==> src/logic/dial_pkg.sv <==
`default_nettype none
package dial_pkg;
  // Frame layout: command byte then a 16-bit data field
  localparam int          FRAME_BITS = 24;
  localparam logic [4:0]  FRAME_CNT  = 5'h18;
  localparam logic [4:0]  CNT_MAX    = 5'h1F;
  // Wiper code: 1024 taps, code zero at the low end
  localparam int          WIPER_W    = 10;
  localparam logic [9:0]  WIPER_FULL = 10'h3FF;
  localparam logic [9:0]  WIPER_MID  = 10'h200;
  localparam logic [9:0]  WIPER_RST  = 10'h000;
  // Factory contents of the nonvolatile store after power-on
  localparam logic [9:0]  NV_WIPER_RST = 10'h200;
  localparam logic [15:0] NV_USER_RST  = 16'h0000;
  // User words start at address 2
  localparam logic [3:0]  USER_BASE  = 4'h2;
  localparam int          USER_WORDS = 13;
  // Synchroniser reset: sclk, cs_n, sdi, write protect, restore strobe
  localparam logic [4:0]  SYNC_RST   = 5'h0B;
  localparam logic [2:0]  PREV_RST   = 3'h3;
  // Instruction codes
  localparam logic [3:0]  CMD_NOP        = 4'h0;
  localparam logic [3:0]  CMD_RESTORE    = 4'h1;
  localparam logic [3:0]  CMD_STORE      = 4'h2;
  localparam logic [3:0]  CMD_STORE_USER = 4'h3;
  localparam logic [3:0]  CMD_READ_NV    = 4'h9;
  localparam logic [3:0]  CMD_READ_WIPER = 4'hA;
  localparam logic [3:0]  CMD_WRITE      = 4'hB;
  localparam logic [3:0]  CMD_DOUBLE     = 4'hC;
  localparam logic [3:0]  CMD_INC        = 4'hE;

  // One received command frame, MSB first on the wire
  typedef struct packed {
    logic [3:0]  cmd;
    logic [3:0]  addr;
    logic [15:0] data;
  } frame_t;
endpackage
`default_nettype wire

==> src/logic/dual_wiper_serial_command_decoder.sv <==
// Summary of operation
// - Frame is command byte plus 16-bit data.
// - Output echoes previous frame unless readback prepared.
// - Code B loads 10-bit wiper value.
// - Code E increments addressed wiper by one.
// - Code 2 stores wiper into its slot.
// - Write protect low blocks all nonvolatile writes.
// - Restore at power-on, strobe, or command.
// - Code 1 reloads wiper from its slot.
// - Code C doubles the addressed wiper.
// - Doubling midscale saturates to full scale.
// - Code 3 writes a user word.
// - Code 9 prepares nonvolatile word readback.
// - No-op leaves the read power state.
// - Code A prepares wiper value readback.
// - Wiper holds a 10-bit tap code.
`default_nettype none
module dual_wiper_serial_command_decoder #(
  parameter int USER_WORDS = dial_pkg::USER_WORDS
) (
  // System
  input  wire logic        clock,
  input  wire logic        rst,
  // Serial link from the host
  input  wire logic        sclk,
  input  wire logic        cs_n,
  input  wire logic        sdi,
  output logic             sdo,
  // Control pins
  input  wire logic        write_protect_n,
  input  wire logic        restore_strobe_n,
  // Wiper settings and power state
  output logic [9:0]       wiper_terminal_ch1,
  output logic [9:0]       wiper_terminal_ch2,
  output logic             read_power
);

  // Pin synchronisers and edge history
  logic [4:0]  pins_w;                  // Raw pins
  logic [4:0]  sync1_r;                 // First stage, read by stage two only
  logic [4:0]  sync2_r;                 // Stable copies
  logic [2:0]  prev_r;                  // Last sclk, cs_n, strobe
  logic        sclk_s, cs_s, sdi_s;     // Synchronised link
  logic        wp_ok, pr_s;             // Synchronised control pins
  logic        sclk_rise, sclk_fall;    // Link clock edges
  logic        cs_fall, cs_rise;        // Frame start and end
  logic        pr_fall;                 // Restore strobe edge

  // Frame capture
  logic [4:0]  cnt_r, cnt_nxt;          // Rising sclk count in frame
  logic [23:0] in_r, in_nxt;            // Receive shift register
  dial_pkg::frame_t frm;                // Received frame fields
  logic        exec;                    // Frame accepted this cycle
  logic        boot_r;                  // Power-on restore pending
  logic        restore_all;             // Reload both wipers

  // Wipers and nonvolatile store
  logic [9:0]  wiper_r [2];             // Live wiper codes
  logic [9:0]  wiper_nxt [2];
  logic [9:0]  nv_wiper_r [2];          // Stored wiper slots
  logic [9:0]  nv_wiper_nxt [2];
  logic [1:0]  sel_w;                   // Channel addressed
  logic [15:0] nv_user_r [USER_WORDS];  // User words
  logic [3:0]  user_idx;                // Address minus user base
  logic        user_ok;                 // Address names a user word
  logic        user_wr;                 // User word write this cycle

  // Readback and output shift
  logic [15:0] rb_word;                 // Word for a prepared readback
  logic        rb_cmd;                  // Frame asks for readback
  logic [23:0] out_frame_r, out_frame_nxt; // Next frame to send
  logic [23:0] out_r, out_nxt;          // Transmit shift register
  logic        sdo_r;                   // Serial data out flop
  logic        read_power_r, read_power_nxt;

  assign pins_w = {sclk, cs_n, sdi, write_protect_n, restore_strobe_n};

  // Two-stage synchroniser; edges compare stage two with its delay
  always_ff @(posedge clock or posedge rst) begin
    if (rst) begin
      sync1_r <= dial_pkg::SYNC_RST;
      sync2_r <= dial_pkg::SYNC_RST;
      prev_r  <= dial_pkg::PREV_RST;
    end else begin
      sync1_r <= pins_w;
      sync2_r <= sync1_r;
      prev_r  <= {sync2_r[4], sync2_r[3], sync2_r[0]};
    end
  end

  assign sclk_s    = sync2_r[4];
  assign cs_s      = sync2_r[3];
  assign sdi_s     = sync2_r[2];
  assign wp_ok     = sync2_r[1];
  assign pr_s      = sync2_r[0];
  assign sclk_rise = sclk_s & ~prev_r[2];
  assign sclk_fall = ~sclk_s & prev_r[2];
  assign cs_fall   = ~cs_s & prev_r[1];
  assign cs_rise   = cs_s & ~prev_r[1];
  assign pr_fall   = ~pr_s & prev_r[0];

  // Bits enter MSB first on rising sclk; counter saturates on long frames
  assign cnt_nxt = cs_fall ? 5'h00 :
                   (sclk_rise && !cs_s && cnt_r != dial_pkg::CNT_MAX) ?
                   cnt_r + 5'h01 : cnt_r;
  assign in_nxt  = (sclk_rise && !cs_s) ? {in_r[22:0], sdi_s} : in_r;
  assign frm     = dial_pkg::frame_t'(in_r);
  // Short or long frames are dropped whole
  assign exec    = cs_rise && cnt_r == dial_pkg::FRAME_CNT;
  // Power-on and the strobe pin reload both channels
  assign restore_all = boot_r | pr_fall;

  // Frame capture registers
  always_ff @(posedge clock or posedge rst) begin
    if (rst) begin
      cnt_r  <= 5'h00;
      in_r   <= 24'h000000;
      boot_r <= 1'b1;
    end else begin
      cnt_r  <= cnt_nxt;
      in_r   <= in_nxt;
      boot_r <= 1'b0;
    end
  end

  // Per-channel wiper arithmetic and slot update
  for (genvar ch = 0; ch < 2; ch++) begin : g_ch
    logic [9:0] inc_w;                  // Saturating +1
    logic [9:0] dbl_w;                  // Saturating x2
    assign sel_w[ch] = frm.addr == 4'(ch);
    assign inc_w = (wiper_r[ch] == dial_pkg::WIPER_FULL) ?
                   dial_pkg::WIPER_FULL :
                   wiper_r[ch] + 10'h001;
    // Midscale doubles to full scale rather than wrapping to zero
    assign dbl_w = wiper_r[ch][9] ? dial_pkg::WIPER_FULL :
                   {wiper_r[ch][8:0], 1'b0};
    assign wiper_nxt[ch] =
      restore_all ? nv_wiper_r[ch] :
      !(exec && sel_w[ch]) ? wiper_r[ch] :
      (frm.cmd == dial_pkg::CMD_WRITE)   ? frm.data[9:0] :
      (frm.cmd == dial_pkg::CMD_INC)     ? inc_w :
      (frm.cmd == dial_pkg::CMD_DOUBLE)  ? dbl_w :
      (frm.cmd == dial_pkg::CMD_RESTORE) ? nv_wiper_r[ch] :
      wiper_r[ch];
    assign nv_wiper_nxt[ch] =
      (exec && sel_w[ch] && wp_ok && frm.cmd == dial_pkg::CMD_STORE) ?
      wiper_r[ch] : nv_wiper_r[ch];

    // Nonvolatile slot resets to factory content, not to a live value
    always_ff @(posedge clock or posedge rst) begin
      if (rst) begin
        wiper_r[ch]    <= dial_pkg::WIPER_RST;
        nv_wiper_r[ch] <= dial_pkg::NV_WIPER_RST;
      end else begin
        wiper_r[ch]    <= wiper_nxt[ch];
        nv_wiper_r[ch] <= nv_wiper_nxt[ch];
      end
    end
  end

  // User word decode
  assign user_idx = frm.addr - dial_pkg::USER_BASE;
  assign user_ok  = frm.addr >= dial_pkg::USER_BASE &&
                    user_idx < 4'(USER_WORDS);
  assign user_wr  = exec && wp_ok && user_ok &&
                    frm.cmd == dial_pkg::CMD_STORE_USER;

  // User words, one register each
  for (genvar i = 0; i < USER_WORDS; i++) begin : g_user
    always_ff @(posedge clock or posedge rst) begin
      if (rst) begin
        nv_user_r[i] <= dial_pkg::NV_USER_RST;
      end else if (user_wr && user_idx == 4'(i)) begin
        nv_user_r[i] <= frm.data;
      end
    end
  end

  // Readback word; unmapped addresses read as zero
  assign rb_word =
    (frm.cmd == dial_pkg::CMD_READ_NV) ?
      ((frm.addr < 4'h2) ? {6'h00, nv_wiper_r[frm.addr[0]]} :
       user_ok ? nv_user_r[user_idx] : 16'h0000) :
    (frm.addr < 4'h2) ? {6'h00, wiper_r[frm.addr[0]]} :
    16'h0000;
  assign rb_cmd = frm.cmd == dial_pkg::CMD_READ_NV ||
                  frm.cmd == dial_pkg::CMD_READ_WIPER;
  assign out_frame_nxt = !exec ? out_frame_r :
                         rb_cmd ? {frm.cmd, frm.addr, rb_word} :
                         in_r;
  // Restore commands and readbacks raise power until a no-op
  assign read_power_nxt =
    !exec ? read_power_r :
    (frm.cmd == dial_pkg::CMD_NOP) ? 1'b0 :
    (rb_cmd || frm.cmd == dial_pkg::CMD_RESTORE) ? 1'b1 :
    read_power_r;
  // Load at frame start, shift on falling sclk so the host samples on rise
  assign out_nxt = cs_fall ? out_frame_r :
                   (sclk_fall && !cs_s) ? {out_r[22:0], 1'b0} : out_r;

  // Output side registers
  always_ff @(posedge clock or posedge rst) begin
    if (rst) begin
      out_frame_r  <= 24'h000000;
      out_r        <= 24'h000000;
      sdo_r        <= 1'b0;
      read_power_r <= 1'b0;
    end else begin
      out_frame_r  <= out_frame_nxt;
      out_r        <= out_nxt;
      sdo_r        <= out_r[23];
      read_power_r <= read_power_nxt;
    end
  end

  assign sdo                = sdo_r;
  assign wiper_terminal_ch1 = wiper_r[0];
  assign wiper_terminal_ch2 = wiper_r[1];
  assign read_power         = read_power_r;
endmodule
`default_nettype wire

==> config.mk <==
export PLATFORM = sky130hd
export DESIGN_NAME = dual_wiper_serial_command_decoder
export DESIGN_NICKNAME = d
export VERILOG_FILES = /design/src/logic/dial_pkg.sv /design/src/logic/dual_wiper_serial_command_decoder.sv
export SDC_FILE = /design/constraint.sdc
export NUM_CORES = 1
export LEC_CHECK = 0
export BUFFER_PORTS_ARGS = -buffer_cell sky130_fd_sc_hd__buf_4
export CAP_MARGIN = 5
export CORE_ASPECT_RATIO = 0.5
export CORE_MARGIN = 2
export CORE_UTILIZATION = 43
export DETAILED_ROUTE_END_ITERATION = 7
export HOLD_SLACK_MARGIN = 0.06
export PLACE_DENSITY = 0.58
export SYNTH_ARGS = -nofsm -noshare
export SYNTH_HDL_FRONTEND = slang
export SYNTH_SLANG_ARGS = --single-unit
==> constraint.sdc <==
create_clock -name clock -period 13.96 [get_ports clock]
set_input_delay 2.792 -clock clock [delete_from_list [all_inputs] [get_ports clock]]
set_output_delay 2.792 -clock clock [all_outputs]
set_load 0.05 [all_outputs]
==> results of run 1 <==
worst max-delay path: stages:
cell    delay, ns
buf_4        0.13
inv_8        0.51
buf_12       0.71
buf_4        0.77
cells in the mapped netlist, types with 5 or more instances:
| cell | instances |
|---|---|
| dfstp_2 | 11 |
| a31oi_1 | 14 |
| mux2_2 | 244 |
| ha_1 | 7 |
| nor2b_1 | 6 |
| buf_6 | 8 |
| mux2i_1 | 46 |
| o22a_1 | 10 |
| buf_4 | 7 |
| o21ai_0 | 64 |
| xnor2_1 | 5 |
| clkbuf_1 | 60 |
| nand3_1 | 10 |
| mux4_2 | 48 |
| nand2_1 | 94 |
| xor2_1 | 7 |
| o211ai_1 | 10 |
| buf_2 | 26 |
| inv_1 | 10 |
| a22oi_1 | 9 |
| o22ai_1 | 36 |
| nand2b_1 | 6 |
| nor3_1 | 23 |
| and3_1 | 8 |
| a211o_1 | 7 |
| nor2_1 | 46 |
| a21oi_1 | 33 |
| or3_1 | 5 |
| dfrtp_1 | 330 |
routing by layer:
metal	vias to the layer above	wire [um]	GRT usage (%)
li1	4709	-	-
met1	5589	19600	31.0
met2	295	18700	33.1
met3	49	2310	4.07
met4	0	687	5.38
met5	-	0	0
where the power goes:
group          internal [mW]  switching (mW)  total [mW]
registers               1.01          0.0762        1.08
clock network          0.516           0.399       0.915
logic                 0.0308          0.0558      0.0865
cell type report:
| cell class | instances | share of cell area [%] |
|---|---|---|
| tap | 494 | 3.44 |
| sequential | 341 | 47.5 |
| inverter | 10 | 0.250 |
| clock inverter | 14 | 0.522 |
| timing repair buffer | 42 | 1.82 |
| clock buffer | 50 | 5.69 |
| multi-input combinational | 833 | 40.8 |
registers in the layout, indices dropped and copies added (netlist names):
| register | flops |
|---|---|
| read_power | 1 |
| out_frame_r | 24 |
| sync2_r | 5 |
| out_r | 24 |
| cnt_r | 5 |
| frm | 24 |
| wiper_terminal_ch2 | 10 |
| wiper_terminal_ch1 | 10 |
| nv_wiper_r | 20 |
| sync1_r | 5 |
| prev_r | 3 |
| sdo | 1 |
| boot_r | 1 |
| nv_user_r | 208 |
metrics by stage:
stage | instance area, um2 | instances | setup slack, ns
after global placement | 16900 | 1720 | 8.81
final | 18000 | 1784 | 9.39
after CTS | 18000 | 1784 | 9.26
after global routing | 18000 | 1784 | 8.97
after floorplan | 16400 | 1289 | 1.73
after detailed placement | 16900 | 1720 | 8.71
logic make-up after synthesis:
| kind of cell | after synthesis | share of synthesized area [%] |
|---|---|---|
| other | 1 | 0.0229 |
| buffers and inverters | 115 | 3.36 |
| DFF | 341 | 52.1 |
| adders and majority gates | 7 | 0.534 |
| and+or+nand+nor | 252 | 8.31 |
| xor gates and xnor gates | 12 | 0.641 |
| AOI/OAI and AO/OA | 220 | 8.65 |
| muxes | 341 | 26.4 |
path summary, 6_finish.rpt:
check / startpoint / to / slack, ns / cells after the start
min in group asynchronous: rst / nv_user_r[85] / 2.36 / 2
worst max-delay path: rst / frm[18] / 9.39 / 4
worst min-delay path: sync1_r[0] / sync2_r[0] / 0.36 / 0
worst min register to register: sync1_r[0] / sync2_r[0] / 0.36 / 0
max in group clock: wiper_terminal_ch2[5] / wiper_terminal_ch2[5] / 9.80 / 1
worst max register to register: frm[17] / nv_user_r[150] / 10.42 / 7
==> results.yml, run 1 <==
placement:
  dp_hpwl_mm: 24.8
  routabilityCongestion: 0.867
  portBuffers: 28
routing:
  drc: 0
  viasPerCell: 5.97
  vias: 10600
  drtAntennaViolNets: 0
  wire_per_inst_um: 23.1
  drt_first_pass_iters: 5
  drt_first_iter_violations: 837
  wl_mm: 41.3
global_route:
  grt_max_degree: 156
  antenna_found_initial: 0
  grt_pass1_vias: 10900
  grt_pass1_wl_mm: 65.1
  grt_use_total_pct: 21.4
  grt-ovfl-total: 0
finish:
  n_antenna_cell: 0
  seqCellArea_um2: 8550
  layout_common_cells: "dfrtp_1, mux2_2, nand2_1, o21ai_0, mux4_2"
  fillers: 3224
  syn2layout_area_growth_pct: 9.72
  mostFrequentLayoutCell: "dfrtp_1"
  nets: 1277
  multiInputGateArea_um2: 7330
  final_util_pct: 48.0
  drive_above_1_share_pct: 34.0
floorplan:
  core_area_um2: 37500
  io_pins: 29
  start_util_pct: 43.8
  die_x_um: 280
  num_rows: 50
  dieArea_um2: 39800
  die_h_um: 142
setup_path:
  critPathCaptureType: "async pin"
  cp.arrival_ns: 5.13
  cp_max_fo: 155
  setup.worst_path.class: "input port to async pin"
  required_ns: 14.51
  start_kind: "input port"
clock_network:
  h-tree-depth: 2
  cts_resized: 0
  numCtsBuffers: 35
  cts_tree: "yes"
  hold_buffers: 0
  clk_pin_slew_ns: 0.06
  clock_latency_ns: 0.55
  post-cts-setup-buffers: 0
  cts_buffer_depth: 3
  clk_root_buffer_cell: "clkbuf_16"
  cts.sinks: 341
synthesis:
  syn_avg_cell_area_um2: 12.7
  synth.distinct_cells: 76
  netlist.top_cell.by_area: "dfrtp_1"
  synth_edf_count: 0
  syn-instance-count: 1289
  yosysWarningCount: 0
  syn_area_um2: 16400
  synth_seq_cells: 341
  synth_top_area_share_pct: 50.4
  synth_nets: 1303
  yosysSeqAreaShare_pct: 52.1
  async_flop_share_pct: 100
  synth_top_flop_cell: "dfrtp_1"
  synthTopCellsByArea: "dfrtp_1, mux2_2, mux4_2"
timing:
  rsz0062_at_grt: "no"
  finalSetupViolations: 0
  worst_slew_pin_slew_ns: 1.06
  maxSlewViolCount: 0
  holdWs_ns: 0.359
  slew_headroom_pct: 29.3
  fin_crit_sh_pct: 32.8
  skew_ns: 0.0340
  fin_tns_setup_ns: 0
  finalHoldViolCount: 0
  max_freq_ghz: 0.219
  period_needed_ns: 4.57
pwr:
  vdd_drop_max_mv: 0.0662
  finalPower_mw: 2.08
  p_leak_nw: 8.07
  p_per_area_nw_per_um2: 116
run:
  maxCapViolCount: 0
status:
  status: "complete, no violations"
min_path:
  hold_path.class: "flip-flop to flip-flop"
No activity file was read; power rests on OpenSTA's default activity.
==> inputs of run 2 (changes only) <==
- PLACE_DENSITY: 0.58 -> 0.6
- clock period: 13.96 -> 3.8 ns (I/O delays scaled with it)
==> results.yml, run 2 (synthesis results as in run 1) <==
global_route:
  antenna_found_initial: 1
  grt-ovfl-total: 0
  grt_pass1_wl_mm: 66.6
  grt_pass1_vias: 11100
  grt_use_total_pct: 21.5
  grt_max_degree: 95
clock_network:
  clk_root_buffer_cell: "clkbuf_16"
  cts_resized: 0
  cts.sinks: 341
  cts_buffer_depth: 3
  clock_latency_ns: 0.53
  numCtsBuffers: 34
  cts_tree: "yes"
  hold_buffers: 0
  h-tree-depth: 2
  clk_pin_slew_ns: 0.07
  post-cts-setup-buffers: 0
finish:
  syn2layout_area_growth_pct: 11.3
  largest_register_ffs: 208
  design_area_um2: 18300
  stdcell_count: 1802
  layout_common_cells: "dfrtp_1, mux2_2, nand2_1, o21ai_0, buf_4"
  fillers: 3248
  n_antenna_cell: 0
  largest-register: "nv_user_r"
  drive_above_1_share_pct: 35.2
  nets: 1297
  multiInputGateArea_um2: 7330
  final_util_pct: 48.7
  mostFrequentLayoutCell: "dfrtp_1"
  seqCellArea_um2: 8550
routing:
  drtAntennaViolNets: 0
  drt_first_iter_violations: 831
  drt_first_pass_iters: 4
  vias: 10800
  drc: 0
  wire_per_inst_um: 23.1
  viasPerCell: 5.99
  wl_mm: 41.6
placement:
  place_inst: 1741
  routabilityCongestion: 0.917
  preCtsSetupSlack_ns: 0.913
  place_area_um2: 17100
  portBuffers: 28
  dp_hpwl_mm: 26.8
setup_path:
  critPathCaptureType: "flip-flop"
  required_ns: 4.21
  setup.worst_path.class: "flip-flop to flip-flop"
  cp.arrival_ns: 3.32
  start_kind: "flip-flop"
  r2r_setup_slack_ns: 0.89
  cp_max_fo: 23
pwr:
  pwr-share-seq_pct: 49.8
  finalPower_mw: 7.87
  p_per_area_nw_per_um2: 431
  p_leak_nw: 8.21
  switching_share_pct: 24.7
  internal-power_mw: 5.92
  p_comb_share_pct: 5.2
  vdd_drop_max_mv: 0.222
  switchingPower_mw: 1.94
  clockPowerShare_pct: 45.0
timing:
  setup_ws_ns: 0.888
  period_needed_ns: 2.91
  fin_crit_sh_pct: 76.6
  finalHoldViolCount: 0
  max_freq_ghz: 0.343
  skew_ns: 0.0212
  rsz0062_at_grt: "no"
  slew_headroom_pct: 41.7
  maxSlewViolCount: 0
  worst_slew_pin_slew_ns: 0.873
  finalSetupViolations: 0
floorplan:
  dieArea_um2: 39800
  start_util_pct: 43.8
  die_x_um: 280
  die_h_um: 142
  io_pins: 29
  num_rows: 50
  core_area_um2: 37500
status:
  status: "complete, no violations"
min_path:
  hold_path.class: "input port to flip-flop"
run:
  maxCapViolCount: 0
==> run 2: cell types whose count changed in the layout (fill, tap and decap cells not counted), sizes merged <==
| cell | previous run | this run |
|---|---|---|
| inv | 12 | 10 |
| bufinv | 0 | 3 |
| clkinvlp | 2 | 3 |
| clkinv | 10 | 7 |
| clkbuf | 50 | 48 |
| buf | 42 | 63 |
==> run 2: worst paths after layout <==
check	cells after the start	endpoint	start
hold reg to reg	0	sync2_r[0]	sync1_r[0]
setup reg to reg	6	wiper_terminal_ch2[5]	frm[17]
max in group asynchronous	3	nv_user_r[77]	rst
hold / removal	1	sync1_r[0]	restore_strobe_n
min in group asynchronous	2	wiper_terminal_ch2[6]	rst
setup / recovery	6	wiper_terminal_ch2[5]	frm[17]
==> run 2: worst max-delay path, cell delays in order (launching register included) <==
cell and delay (ns):
dfrtp_4 0.61, buf_4 0.31, nor2b_1 0.34, nand2_1 0.45, nor3_2 0.75, a31o_2 0.26
o21ai_0 0.07
==> run 2: final cells by class <==
type                       count  area share [%]
sequential                   341            46.9
multi-input combinational    833            40.2
clock buffer                  48            5.61
tap                          494            3.39
timing repair buffer          63            2.93
clock inverter                13           0.816
inverter                      10           0.226
==> run 2: layer usage <==
metal	vias to the layer above	track usage [%]	routed length (um)
met5	-	0	0
met4	0	5.40	786
met3	60	4.17	2820
met2	336	32.7	18500
met1	5668	31.7	19500
li1	4727	-	-
==> run 2: metrics by stage <==
stage	TNS, ns	hold WS [ns]
finish	0	0.341
global route	0	0.325
CTS	0	0.325
detailed placement	0	0.347
global placement	0	0.334
floorplan	-501.84	0.331
==> run 2: power by group through the flow <==
stage | clock [mW] | combinational (mW) | sequential, mW
finish | 3.54 | 0.409 | 3.92
global route | 3.76 | 0.448 | 3.94
CTS | 3.60 | 0.412 | 3.91
detailed placement | 0 | 0.410 | 3.98
global placement | 0 | 0.403 | 3.97
floorplan | 0 | 0.281 | 3.88
==> inputs of run 3 (changes only) <==
- clock period: 3.8 -> 2.5 ns (I/O delays scaled with it)
==> results.yml, run 3 (synthesis results as in run 1) <==
routing:
  drc: 0
  drt_first_pass_iters: 4
  drt_first_iter_violations: 798
  wire_per_inst_um: 23.1
  viasPerCell: 5.87
  wl_mm: 42.9
  vias: 10900
  drtAntennaViolNets: 0
timing:
  holdWs_ns: 0.0895
  maxSlewViolCount: 0
  fin_crit_sh_pct: 94.9
  finalHoldViolCount: 0
  setup_ws_ns: 0.128
  period_needed_ns: 2.37
  max_freq_ghz: 0.422
  skew_ns: 0.0174
  slew_headroom_pct: 48.8
  worst_slew_pin_slew_ns: 0.760
  finalSetupViolations: 0
  rsz0062_at_grt: "no"
placement:
  portBuffers: 28
  preCtsSetupSlack_ns: 0.141
  routabilityCongestion: 0.920
  dp_hpwl_mm: 28.3
status:
  status: "complete, no violations"
setup_path:
  critPathTopFamily: "compound AO/OA/AOI/OAI gates"
  cp_max_fo: 10
  critPathSlowestCell: "dfrtp_4"
  cp.arrival_ns: 2.77
  critical_path.max_stage_delay_ns: 0.48
  worstPathCellList: "inv_1 > ha_1 > xnor2_2 > nand2_2 > buf_4 > o211ai_1 > a21oi_1"
  critPathCaptureType: "flip-flop"
  start_kind: "flip-flop"
  setup.worst_path.class: "flip-flop to flip-flop"
  required_ns: 2.90
  crit_buf_inv: 2
clock_network:
  h-tree-depth: 2
  cts_tree: "yes"
  cts.sinks: 341
  cts_buffer_depth: 3
  clk_pin_slew_ns: 0.07
  numCtsBuffers: 34
  clock_latency_ns: 0.53
  cts_resized: 0
  clk_root_buffer_cell: "clkbuf_16"
pwr:
  p_per_area_nw_per_um2: 628
  p_leak_nw: 8.53
  vdd_drop_max_mv: 0.342
finish:
  drive_above_1_share_pct: 38.0
  mostFrequentLayoutCell: "dfrtp_1"
  largest_register_ffs: 208
  n_antenna_cell: 0
  nets: 1357
  layout_common_cells: "dfrtp_1, mux2_2, buf_4, nand2_1, o21ai_0"
  largest-register: "nv_user_r"
  syn2layout_area_growth_pct: 14.9
run:
  maxCapViolCount: 0
global_route:
  grt-ovfl-total: 0
  grt_pass1_wl_mm: 68.1
  grt_pass1_vias: 11300
  grt_use_total_pct: 22.2
  grt_max_degree: 110
  antenna_found_initial: 0
floorplan:
  die_h_um: 142
  core_area_um2: 37500
  io_pins: 29
  dieArea_um2: 39800
  num_rows: 50
  start_util_pct: 43.8
  die_x_um: 280
min_path:
  hold_path.class: "input port to flip-flop"
[run 3: worst paths after layout]
path                                 start        endpoint  slack, ns  depth (start not counted)
hold / removal             write_protect_n      sync1_r[1]       0.09                          1
hold reg to reg                 sync1_r[4]      sync2_r[4]       0.35                          0
min in group asynchronous              rst   nv_wiper_r[0]       0.49                          3
setup / recovery                   frm[17]  out_frame_r[9]       0.13                          7
setup reg to reg                   frm[17]  out_frame_r[9]       0.13                          7
max in group asynchronous              rst   nv_user_r[87]       1.17                          4
[run 3: area by class of cell]
| type | count | area, um2 |
|---|---|---|
| fillers | 3240 | 18600 |
| flip-flops and latches | 341 | 8550 |
| multi-input cells | 833 | 7360 |
| repair buffers | 123 | 1130 |
| clock buffers | 44 | 970 |
| well taps | 494 | 618 |
| clock inverters | 15 | 170 |
| inverters | 10 | 41.3 |
[run 3: worst register-to-register path, stage by stage (launching register included)]
cell and delay (ns):
dfrtp_4 0.48, inv_1 0.09, ha_1 0.25, xnor2_2 0.31, nand2_2 0.31, buf_4 0.30
o211ai_1 0.38, a21oi_1 0.13
[run 3: per-layer routing]
layer | track usage, % | vias up | part of all wire [%]
li1 | - | 4856 | -
met5 | 0 | - | 0
met1 | 32.6 | 5744 | 48
met4 | 4.84 | 0 | 1.7
met2 | 35.4 | 250 | 46
met3 | 3.17 | 61 | 4.2
[run 3: report_power, final]
part	switching, mW	leakage (nW)	total (mW)	internal (mW)
clock	2.20	0.561	5.26	3.06
sequential	0.353	4.68	5.97	5.61
combinational	0.399	3.29	0.612	0.213
[run 3: through the flow]
step                      total power [mW]  instances  setup TNS [ns]  util [%]  cell area, um2
after floorplan                       6.33       1289         -856.48         -           16500
after global placement                6.65       1795               0      47.1           17600
after detailed placement              6.68       1795               0      47.1           17600
after CTS                             12.0       1857               0      50.2           18800
after global routing                  12.3       1860               0      50.3           18800
final                                 11.8       1860               0      50.3           18800
[run 3: timing repair]
| item | CTS | global route |
|---|---|---|
| endpoints found under the setup margin | 0 | 1 |
| setup buffers | 0 | 3 |
| hold endpoints to repair | 3 | 0 |
| hold buffers | 3 | 0 |
